===== src/tmc_params.svh =====
`ifndef TMC_PARAMS_SVH
`define TMC_PARAMS_SVH

// Register byte offsets on the Avalon-MM slave.
`define TMC_OFS_CTRL_A 5'h00
`define TMC_OFS_CTRL_B 5'h04
`define TMC_OFS_CTRL_C 5'h08
`define TMC_OFS_CNT_LO 5'h0c
`define TMC_OFS_CNT_HI 5'h10
`define TMC_OFS_STATUS 5'h14

// Field positions.
`define TMC_A_WGM_LO   1:0
`define TMC_B_WGM_HI   4:3
`define TMC_B_CSEL     2:0
`define TMC_C_FORCE_A  7
`define TMC_C_FORCE_B  6
`define TMC_A_COA_LSB  4

// Writable bit masks; reserved bits hold zero.
`define TMC_A_WMASK    8'hf3
`define TMC_B_WMASK    8'hdf

// Reset values.
`define TMC_RST_CTRL   8'h00
`define TMC_RST_COUNT  16'h0000
`define TMC_RST_LATCH  8'h00

// Fixed TOP values.
`define TMC_TOP_FULL   16'hffff
`define TMC_TOP_8BIT   16'h00ff
`define TMC_TOP_9BIT   16'h01ff
`define TMC_TOP_10BIT  16'h03ff

// Prescaler width and tap masks.
`define TMC_PRE_W      10
`define TMC_PRE_M8     10'h007
`define TMC_PRE_M64    10'h03f
`define TMC_PRE_M256   10'h0ff
`define TMC_PRE_M1024  10'h3ff

`endif


===== src/tmc_pkg.sv =====
package tmc_pkg;

    // Where the counter takes its TOP from.
    typedef enum logic [2:0] {
        TMC_TOP_SRC_FULL  = 3'h0,
        TMC_TOP_SRC_8BIT  = 3'h1,
        TMC_TOP_SRC_9BIT  = 3'h2,
        TMC_TOP_SRC_10BIT = 3'h3,
        TMC_TOP_SRC_CMP   = 3'h4,
        TMC_TOP_SRC_CAP   = 3'h5
    } tmc_top_src_t;

    // Decoded waveform mode.
    typedef struct packed {
        tmc_top_src_t src;
        logic         dual;
        logic         pwm;
    } tmc_mode_t;

    // Compare output action on a match.
    typedef enum logic [1:0] {
        TMC_COA_KEEP   = 2'h0,
        TMC_COA_TOGGLE = 2'h1,
        TMC_COA_CLEAR  = 2'h2,
        TMC_COA_SET    = 2'h3
    } tmc_coa_t;

    // Clock source select codes.
    typedef enum logic [2:0] {
        TMC_CS_STOP    = 3'h0,
        TMC_CS_DIV1    = 3'h1,
        TMC_CS_DIV8    = 3'h2,
        TMC_CS_DIV64   = 3'h3,
        TMC_CS_DIV256  = 3'h4,
        TMC_CS_DIV1024 = 3'h5,
        TMC_CS_EXTFALL = 3'h6,
        TMC_CS_EXTRISE = 3'h7
    } tmc_csel_t;

    // Bus slave states.
    typedef enum logic {
        TMC_BUS_IDLE = 1'b0,
        TMC_BUS_ACK  = 1'b1
    } tmc_bus_st_t;

endpackage : tmc_pkg


===== src/tmc_tick_if.sv =====
// Clock source request from the core and the resulting count enable.
interface tmc_tick_if;
    import tmc_pkg::*;
    tmc_csel_t source;
    logic      tick;
    modport gen  (input source, output tick);
    modport core (output source, input tick);
endinterface : tmc_tick_if


===== src/tmc_core.sv =====
// Functional notes
// Sixteen-bit counter steps up or down by exactly one per enabled tick.
// A clear forces every count bit to zero.
// TOP flag when count equals current maximum, BOTTOM flag when zero.
// High-byte location reads and writes reach a shared latch, not the counter.
// Reading the low byte copies the counter's upper byte into the latch.
// Writing the low byte loads the upper byte from the latch at once.
// A software count write beats any clear or step in that cycle.
// Clock source zero stops counting; the count stays readable and writable.
// Source codes 1 to 5 give undivided, /8, /64, /256, /1024 ticks.
// Code 6 counts falling pin edges, code 7 rising pin edges.
// Pin edges count even when that pin is driven as an output.
// The four-bit waveform mode, split over two registers, sets the sequence.
// Modes with capture as TOP disconnect the capture input.
// Software writes zero to reserved bit 5 of control B.
// Clock select lives in bits 2 to 0 of control B.
// Force bits 7 and 6 of control C act only in non-PWM modes.
// Writing a force bit forces a match; output follows its action bits.
// Force bits are one-cycle strobes, never stored.
// Software writes zero force bits while a PWM mode runs.
// Prescaler taps are one-cycle enables from a free-running counter.
//
// The address map and the Avalon-MM register port are this design's own decisions.
`include "tmc_params.svh"
module tmc_core
(
    // Clock and reset.
    input  wire logic        clk,
    input  wire logic        rst,
    // Avalon-MM register slave.
    input  wire logic [4:0]  avs_address,
    input  wire logic        avs_read,
    input  wire logic        avs_write,
    input  wire logic [31:0] avs_writedata,
    input  wire logic [3:0]  avs_byteenable,
    output logic      [31:0] avs_readdata,
    output logic             avs_waitrequest,
    // External count pin, asynchronous.
    input  wire logic        external_count_pin,
    // TOP sources from the compare and capture units.
    input  wire logic [15:0] compare_a_value,
    input  wire logic [15:0] capture_register,
    // Counter state.
    output logic      [15:0] count_value,
    output logic             top_flag,
    output logic             bottom_flag,
    output logic             count_down,
    // Waveform unit strobes and outputs.
    output logic             force_compare_a,
    output logic             force_compare_b,
    output logic             compare_output_a,
    output logic             compare_output_b,
    output logic             capture_enable
);
    import tmc_pkg::*;

    // Mode table: TOP source, dual slope, PWM.
    function automatic tmc_mode_t mode_info(input logic [3:0] m);
        tmc_mode_t i;
        i = '{TMC_TOP_SRC_FULL, 1'b0, 1'b0};
        case (m)
            4'h0: i = '{TMC_TOP_SRC_FULL, 1'b0, 1'b0};
            4'h1: i = '{TMC_TOP_SRC_8BIT, 1'b1, 1'b1};
            4'h2: i = '{TMC_TOP_SRC_9BIT, 1'b1, 1'b1};
            4'h3: i = '{TMC_TOP_SRC_10BIT, 1'b1, 1'b1};
            4'h4: i = '{TMC_TOP_SRC_CMP, 1'b0, 1'b0};
            4'h5: i = '{TMC_TOP_SRC_8BIT, 1'b0, 1'b1};
            4'h6: i = '{TMC_TOP_SRC_9BIT, 1'b0, 1'b1};
            4'h7: i = '{TMC_TOP_SRC_10BIT, 1'b0, 1'b1};
            4'h8: i = '{TMC_TOP_SRC_CAP, 1'b1, 1'b1};
            4'h9: i = '{TMC_TOP_SRC_CMP, 1'b1, 1'b1};
            4'ha: i = '{TMC_TOP_SRC_CAP, 1'b1, 1'b1};
            4'hb: i = '{TMC_TOP_SRC_CMP, 1'b1, 1'b1};
            4'hc: i = '{TMC_TOP_SRC_CAP, 1'b0, 1'b0};
            4'he: i = '{TMC_TOP_SRC_CAP, 1'b0, 1'b1};
            4'hf: i = '{TMC_TOP_SRC_CMP, 1'b0, 1'b1};
            default: i = '{TMC_TOP_SRC_FULL, 1'b0, 1'b0};
        endcase
        return i;
    endfunction : mode_info

    // Registers and state.
    tmc_bus_st_t bus_st_q;
    tmc_bus_st_t bus_st_d;
    logic        wait_q;
    logic [31:0] rdata_q;
    logic [7:0]  ctrl_a_q;
    logic [7:0]  ctrl_b_q;
    logic [15:0] count_q;
    logic [15:0] count_d;
    logic [7:0]  hi_latch_q;
    logic        down_q;
    logic        top_q;
    logic        bottom_q;
    logic        cap_en_q;
    logic [1:0]  force_q;
    logic [1:0]  oc_q;
    logic [1:0]  oc_d;
    tmc_csel_t   csel;
    tmc_mode_t   mode;
    logic [15:0] top_sel;
    logic [7:0]  rd_byte;
    // Tick carrier; declared early because the count enable below reads it.
    tmc_tick_if  tk ();

    // Bus handshake decode: one wait cycle, then the answer cycle.
    wire bus_req   = avs_read | avs_write;
    wire accept    = bus_req & (bus_st_q == TMC_BUS_IDLE);
    wire complete  = bus_st_q == TMC_BUS_ACK;
    wire wr_fire   = complete & avs_write & avs_byteenable[0];
    wire rd_accept = accept & avs_read;
    wire [7:0] wdat = avs_writedata[7:0];

    // Address decode.
    wire hit_a  = avs_address == `TMC_OFS_CTRL_A;
    wire hit_b  = avs_address == `TMC_OFS_CTRL_B;
    wire hit_c  = avs_address == `TMC_OFS_CTRL_C;
    wire hit_lo = avs_address == `TMC_OFS_CNT_LO;
    wire hit_hi = avs_address == `TMC_OFS_CNT_HI;
    wire hit_st = avs_address == `TMC_OFS_STATUS;
    wire wr_a   = wr_fire & hit_a;
    wire wr_b   = wr_fire & hit_b;
    wire wr_c   = wr_fire & hit_c;
    wire wr_lo  = wr_fire & hit_lo;
    wire wr_hi  = wr_fire & hit_hi;
    wire rd_lo  = rd_accept & hit_lo;

    // Mode, clock select and TOP selection.
    wire [3:0] wgm = {ctrl_b_q[`TMC_B_WGM_HI], ctrl_a_q[`TMC_A_WGM_LO]};
    assign mode = mode_info(wgm);
    assign csel = tmc_csel_t'(ctrl_b_q[`TMC_B_CSEL]);
    assign top_sel = (mode.src == TMC_TOP_SRC_CMP)   ? compare_a_value :
                     (mode.src == TMC_TOP_SRC_CAP)   ? capture_register :
                     (mode.src == TMC_TOP_SRC_8BIT)  ? `TMC_TOP_8BIT :
                     (mode.src == TMC_TOP_SRC_9BIT)  ? `TMC_TOP_9BIT :
                     (mode.src == TMC_TOP_SRC_10BIT) ? `TMC_TOP_10BIT :
                     `TMC_TOP_FULL;

    // Read mux; control C is write-only and reads zero.
    wire [7:0] status_byte = {4'h0, ~cap_en_q, down_q, bottom_q, top_q};
    assign rd_byte = hit_a  ? ctrl_a_q :
                     hit_b  ? ctrl_b_q :
                     hit_lo ? count_q[7:0] :
                     hit_hi ? hi_latch_q :
                     hit_st ? status_byte :
                     8'h00;

    // Bus slave state machine.
    always_comb
    begin
        case (bus_st_q)
            TMC_BUS_IDLE: bus_st_d = bus_req ? TMC_BUS_ACK : TMC_BUS_IDLE;
            TMC_BUS_ACK:  bus_st_d = TMC_BUS_IDLE;
            default:      bus_st_d = TMC_BUS_IDLE;
        endcase
    end

    // Read data is caught on acceptance so it stands through the answer cycle.
    always_ff @(posedge clk or posedge rst)
    begin
        if (rst)
        begin
            bus_st_q <= TMC_BUS_IDLE;
            wait_q   <= 1'b1;
            rdata_q  <= 32'h0000_0000;
        end
        else
        begin
            bus_st_q <= bus_st_d;
            wait_q   <= ~accept;
            if (rd_accept)
                rdata_q <= {24'h00_0000, rd_byte};
        end
    end

    // Control registers keep reserved bits at zero whatever is written.
    always_ff @(posedge clk or posedge rst)
    begin
        if (rst)
        begin
            ctrl_a_q <= `TMC_RST_CTRL;
            ctrl_b_q <= `TMC_RST_CTRL;
        end
        else
        begin
            if (wr_a)
                ctrl_a_q <= wdat & `TMC_A_WMASK;
            if (wr_b)
                ctrl_b_q <= wdat & `TMC_B_WMASK;
        end
    end

    // The latch is loaded on the low-byte read, so the pair reads coherently.
    always_ff @(posedge clk or posedge rst)
    begin
        if (rst)
            hi_latch_q <= `TMC_RST_LATCH;
        else if (wr_hi)
            hi_latch_q <= wdat;
        else if (rd_lo)
            hi_latch_q <= count_q[15:8];
    end

    // Count enable, wrap and slope decisions.
    wire tick_fire = tk.tick & (csel != TMC_CS_STOP);
    wire at_top    = count_q == top_sel;
    wire at_bottom = count_q == 16'h0000;
    wire wrap      = tick_fire & ~mode.dual & at_top;
    wire go_down   = mode.dual & (at_top | (down_q & ~at_bottom));

    // Next count: a software write wins over any wrap or step.
    always_comb
    begin
        count_d = count_q;
        if (wr_lo)
            count_d = {hi_latch_q, wdat};
        else if (wrap)
            count_d = `TMC_RST_COUNT;
        else if (tick_fire)
            count_d = go_down ? count_q - 16'h0001 : count_q + 16'h0001;
    end

    // Counter, direction and end flags; flags follow the value being stored.
    always_ff @(posedge clk or posedge rst)
    begin
        if (rst)
        begin
            count_q  <= `TMC_RST_COUNT;
            down_q   <= 1'b0;
            top_q    <= 1'b0;
            bottom_q <= 1'b1;
        end
        else
        begin
            count_q  <= count_d;
            if (!mode.dual)
                down_q <= 1'b0;
            else if (tick_fire && !wr_lo)
                down_q <= go_down;
            top_q    <= count_d == top_sel;
            bottom_q <= count_d == 16'h0000;
        end
    end

    // Capture input is cut off whenever capture supplies TOP.
    always_ff @(posedge clk or posedge rst)
    begin
        if (rst)
            cap_en_q <= 1'b1;
        else
            cap_en_q <= mode.src != TMC_TOP_SRC_CAP;
    end

    // Force strobes exist for one cycle only; in PWM modes they are ignored.
    wire [1:0] force_hit = {wr_c & wdat[`TMC_C_FORCE_A], wr_c & wdat[`TMC_C_FORCE_B]} & {2{~mode.pwm}};

    // Per channel: index 1 is channel A, index 0 is channel B.
    genvar ch;
    generate
        for (ch = 0; ch < 2; ch++)
        begin : g_chan
            wire [1:0] act = ctrl_a_q[`TMC_A_COA_LSB + 2 * ch +: 2];
            assign oc_d[ch] = (act == TMC_COA_TOGGLE) ? ~oc_q[ch] :
                              (act == TMC_COA_CLEAR)  ? 1'b0 :
                              (act == TMC_COA_SET)    ? 1'b1 :
                              oc_q[ch];
            always_ff @(posedge clk or posedge rst)
            begin
                if (rst)
                begin
                    force_q[ch] <= 1'b0;
                    oc_q[ch]    <= 1'b0;
                end
                else
                begin
                    force_q[ch] <= force_hit[ch];
                    if (force_hit[ch])
                        oc_q[ch] <= oc_d[ch];
                end
            end
        end
    endgenerate

    // Clock source selection and prescaler.
    assign tk.source = csel;
    tmc_tick_gen u_tick
    (
        .clk     (clk),
        .rst     (rst),
        .ext_pin (external_count_pin),
        .tk      (tk.gen)
    );

    // Outputs, all from flip-flops.
    assign avs_readdata     = rdata_q;
    assign avs_waitrequest  = wait_q;
    assign count_value      = count_q;
    assign top_flag         = top_q;
    assign bottom_flag      = bottom_q;
    assign count_down       = down_q;
    assign force_compare_a  = force_q[1];
    assign force_compare_b  = force_q[0];
    assign compare_output_a = oc_q[1];
    assign compare_output_b = oc_q[0];
    assign capture_enable   = cap_en_q;

    // Checks.
    wire [7:0] count_hi = count_q[15:8];
endmodule : tmc_core


===== src/tmc_tick_gen.sv =====
`include "tmc_params.svh"
module tmc_tick_gen
(
    // Clock and reset.
    input  wire logic clk,
    input  wire logic rst,
    // Raw external count pin.
    input  wire logic ext_pin,
    // Source request and tick.
    tmc_tick_if.gen   tk
);
    import tmc_pkg::*;

    logic [`TMC_PRE_W-1:0] pre_q;
    logic                  sync1_q;
    logic                  sync2_q;
    logic                  prev_q;
    logic                  tick_q;

    // Prescaler taps are enables, so every tick stays on the one clock.
    wire tap_8    = (pre_q & `TMC_PRE_M8) == `TMC_PRE_M8;
    wire tap_64   = (pre_q & `TMC_PRE_M64) == `TMC_PRE_M64;
    wire tap_256  = (pre_q & `TMC_PRE_M256) == `TMC_PRE_M256;
    wire tap_1024 = (pre_q & `TMC_PRE_M1024) == `TMC_PRE_M1024;
    // The pin is watched whatever its port direction, so software can count.
    wire ext_rise = sync2_q & ~prev_q;
    wire ext_fall = ~sync2_q & prev_q;
    wire tick_d   = (tk.source == TMC_CS_DIV1)
                  | ((tk.source == TMC_CS_DIV8) & tap_8)
                  | ((tk.source == TMC_CS_DIV64) & tap_64)
                  | ((tk.source == TMC_CS_DIV256) & tap_256)
                  | ((tk.source == TMC_CS_DIV1024) & tap_1024)
                  | ((tk.source == TMC_CS_EXTFALL) & ext_fall)
                  | ((tk.source == TMC_CS_EXTRISE) & ext_rise);

    // Free-running prescaler; it never resets between selections.
    always_ff @(posedge clk or posedge rst)
    begin
        if (rst)
            pre_q <= '0;
        else
            pre_q <= pre_q + 1'b1;
    end

    // Pin synchroniser, edge history and registered tick.
    always_ff @(posedge clk or posedge rst)
    begin
        if (rst)
        begin
            sync1_q <= 1'b0;
            sync2_q <= 1'b0;
            prev_q  <= 1'b0;
            tick_q  <= 1'b0;
        end
        else
        begin
            sync1_q <= ext_pin;
            sync2_q <= sync1_q;
            prev_q  <= sync2_q;
            tick_q  <= tick_d;
        end
    end

    assign tk.tick = tick_q;
endmodule : tmc_tick_gen


===== config.mk =====
export PLATFORM = sky130hd
export DESIGN_NAME = tmc_core
export DESIGN_NICKNAME = d
export VERILOG_FILES = /design/src/tmc_pkg.sv /design/src/tmc_tick_if.sv /design/src/tmc_core.sv /design/src/tmc_tick_gen.sv
export VERILOG_INCLUDE_DIRS = /design/src /design/src/src
export SDC_FILE = /design/constraint.sdc
export NUM_CORES = 1
export LEC_CHECK = 0
export BUFFER_PORTS_ARGS = -buffer_cell sky130_fd_sc_hd__clkbuf_2
export CAP_MARGIN = 40
export CELL_PAD_IN_SITES_DETAIL_PLACEMENT = 0
export CELL_PAD_IN_SITES_GLOBAL_PLACEMENT = 1
export CORE_AREA = 2 2 122 148
export CTS_CLUSTER_DIAMETER = 30
export DETAILED_ROUTE_END_ITERATION = 16
export DIE_AREA = 0 0 124 150
export PLACE_DENSITY_LB_ADDON = 0.2
export RECOVER_POWER = 100
export SLEW_MARGIN = 40
export SYNTH_ARGS = -nofsm -noshare
export SYNTH_HDL_FRONTEND = slang
export SYNTH_SLANG_ARGS = --single-unit

===== constraint.sdc =====
create_clock -name clk -period 14 [get_ports clk]
set_input_delay 2.8 -clock clk [delete_from_list [all_inputs] [get_ports clk]]
set_output_delay 2.8 -clock clk [all_outputs]
set_load 0.01 [all_outputs]

==> results.ini <==
[power_and_ir_drop]
combPwrFrac_pct=34.5
irDropWorstVdd_mv=0.06506
power.switching_uw=309.9
p_int_uw=451.8
seqPwrFrac_pct=37.3
power.total_uw=761.7
p_per_area_mw_per_mm2=117.4
swShare_pct=40.68
p_clk_share_pct=28.2
leakagePower_uw=0.002870

[die]
pin_count=135
rows=53
core_mm2=0.01724
dieWidth_um=124
initial_core_util_pct=33.34
dieArea_mm2=0.01860
die_h_um=150

[setup_path]
cp-end-kind=register
required_ns=14.26
cp.arrival_ns=9.44
worstSetupPathType=input port to register
startpoint_type=input port
ff2ff_setup_slack_ns=5.76
cp_max_fo=15

[clock_network]
clock_sinks=69
cts_tree=yes
holdBufCountCts=0
h-tree-depth=3
root_buffer=clkbuf_16
clockBufferDepth=2
clock_latency_ns=0.33
cts-resized-gates=0
cts_made_buffers=9
cts_setup_buffers=0
cts.clk_slew.worst_paths_ns=0.06

[status]
violations=capacitance limit, slew limit
outcome=finished with violations

[route]
drc=0
via_per_inst=5.680
ant_nets=0
wire_per_inst_um=20.14
dr_total_vias=5589
drtIter0Drc=490
wirelength_um=19820
drtPass1Iterations=5

[cells_and_area]
final_cell_area_mm2=0.006489
layout.nets=854
diodes=0
drive_above_1_share_pct=14.53
area_growth_syn_to_layout_pct=12.89
final_cells=984

[global_route]
track_usage_pct=21.61
antenna_found_initial=0
grt_max_degree=70
grt-ovfl-total=0
grt_pass1_wl_um=30550
grt_pass1_vias=5383

[timing]
worst_pin_slew_ns=3.932
hold_viol=0
tns_ns=0
fin_crit_ns=9.177
finalCritPeriodShare_pct=65.55
slew_headroom_pct=-162.1
fmax_ghz=0.1090
maxSlewViolCount=107
setup_viol=0
fin_skew_ns=0.007738
rsz0062_at_grt=false
hold_slack_ns=0.3509

[placed_design]
place_congestion=0.8698
portBuffers=83
placed_area_mm2=0.006277
hpwl_um=15090
dp_cells=968

[synthesis]
synth_common_cells=nand2_1 (75), dfrtp_1 (66), o21ai_0 (53)
synth.most_common_cell=nand2_1
synth_top_area_share_pct=28.73
ys_ff_latch=69
synth_area_mm2=0.005748
yosys_warnings=0
yosysSeqAreaShare_pct=30.10
yosysUniqueCellTypes=84
yosysTopAreaCell=dfrtp_1
syn_avg_cell_area_um2=8.318
ys_top_cells_by_area=dfrtp_1 (29%), nand2_1 (4.9%), o21ai_0 (4.6%), mux2_2 (3.5%), ha_1 (3.5%)
synth-edff-count=0
async_reset_ff_share_pct=100.0
synth_cells=691
synth_ff_type=dfrtp_1

[min_path]
hp-class=register to register

[flow_run]
maxCapViolations=2

-- registers in the layout (all words and copies together) (netlist names), 6 cells and up --
register,cells
avs_readdata,8
ctrl_b_q,7
u_tick.pre_q,10
ctrl_a_q,6
count_value,16
hi_latch_q,8
-- worst paths after layout --
check | end | from | cells past startpoint
min reg2reg | u_tick.sync2_q | u_tick.sync1_q | 0
min | u_tick.sync2_q | u_tick.sync1_q | 0
max reg2reg | top_flag | ctrl_a_q[0] | 21
max in group asynchronous | ctrl_a_q[1] | rst | 3
min in group asynchronous | compare_output_a | rst | 3
max | top_flag | compare_a_value[11] | 21
-- cells by family (layout without fill, tap and decap cells) --
kind of cell               after synthesis  after routing  synth area share (%)
and+or+nand+nor                        241            241                 21.14
AOI/OAI and AO/OA                      211            211                 25.71
buffers and inverters                   84            134                 7.553
DFF                                     69             69                 30.10
muxes                                   38             38                 7.031
xor gates and xnor gates                30             30                 4.571
adders and majority gates               17             17                 3.831
other                                    1             24               0.06524
-- area by class of cell --
type | count | area [µm²]
clock buffers | 10 | 239.0
repair buffers | 93 | 431.7
flip-flops and latches | 69 | 1732
inverters | 25 | 93.84
well taps | 220 | 275.3
clock inverters | 6 | 47.55
fillers | 1831 | 10750
multi-input cells | 561 | 3670
-- routing by layer --
| metal | track usage (%) | share of wire, % | vias to the layer above |
|---|---|---|---|
| li1 | - | - | 2655 |
| met1 | 29.63 | 45 | 2739 |
| met2 | 35.52 | 48 | 178 |
| met3 | 3.125 | 5.3 | 17 |
| met4 | 5.506 | 1.5 | 0 |
| met5 | 0 | 0 | - |
-- critical path, stage by stage --
cell	delay, ns
clkbuf_2	0.09
nand2b_1	0.14
a21oi_1	0.21
a2bb2oi_1	0.70
a2111oi_0	0.26
nand4b_1	0.20
nor3_1	0.08
o21ai_0	0.52
inv_1	0.48
ha_1	0.47
and3_1	0.20
a211oi_1	0.54
nand4_1	0.26
a2111oi_0	0.52
nor3_1	0.16
xnor2_1	0.18
o31ai_1	0.47
xor2_1	0.13
a31oi_1	0.18
nor4b_1	0.53
and4_1	0.30
-- per-stage QoR --
| stage | worst slack [ns] | util, % |
|---|---|---|
| 6_report | 4.823 | 37.63 |
| 5_1_grt | 4.549 | 37.63 |
| 4_1_cts | 4.993 | 38.07 |
| 3_5_place_dp | 4.708 | 36.41 |
| 3_3_place_gp | 4.807 | 36.35 |
| 2_1_floorplan | 6.629 | - |
-- power by group through the flow --
stage / Clock [µW] / Sequential, µW / Combinational, µW
5_1_grt: 229 / 287 / 290
4_1_cts: 221 / 284 / 266
3_5_place_dp: 0 / 287 / 264
2_1_floorplan: 0 / 256 / 198
3_3_place_gp: 0 / 287 / 262
6_report: 215 / 284 / 263
-- placed cells by master (no fill, tap or decap), types with 4 or more instances in the layout --
cell       count
a211oi_1      10
a21o_1        13
a21oi_1       30
a221oi_1       4
a22o_1         6
a22oi_1        4
a31oi_1        8
and2_0         4
and3_1         8
buf_4          6
clkbuf_1      39
clkbuf_16      9
clkbuf_2      48
conb_1        24
dfrtp_1       65
ha_1          16
inv_1         24
mux2_2        18
mux2i_1       19
nand2_1       75
nand2b_1      19
nand3_1       21
nand3b_1       6
nand4b_1       4
nor2_1        47
nor3_1        19
nor4_1        11
nor4b_1        5
o21a_1         6
o21ai_0       55
o22ai_1       16
o31ai_1       12
xnor2_1       16
xor2_1        14
Power figures use the tool's default switching activity.
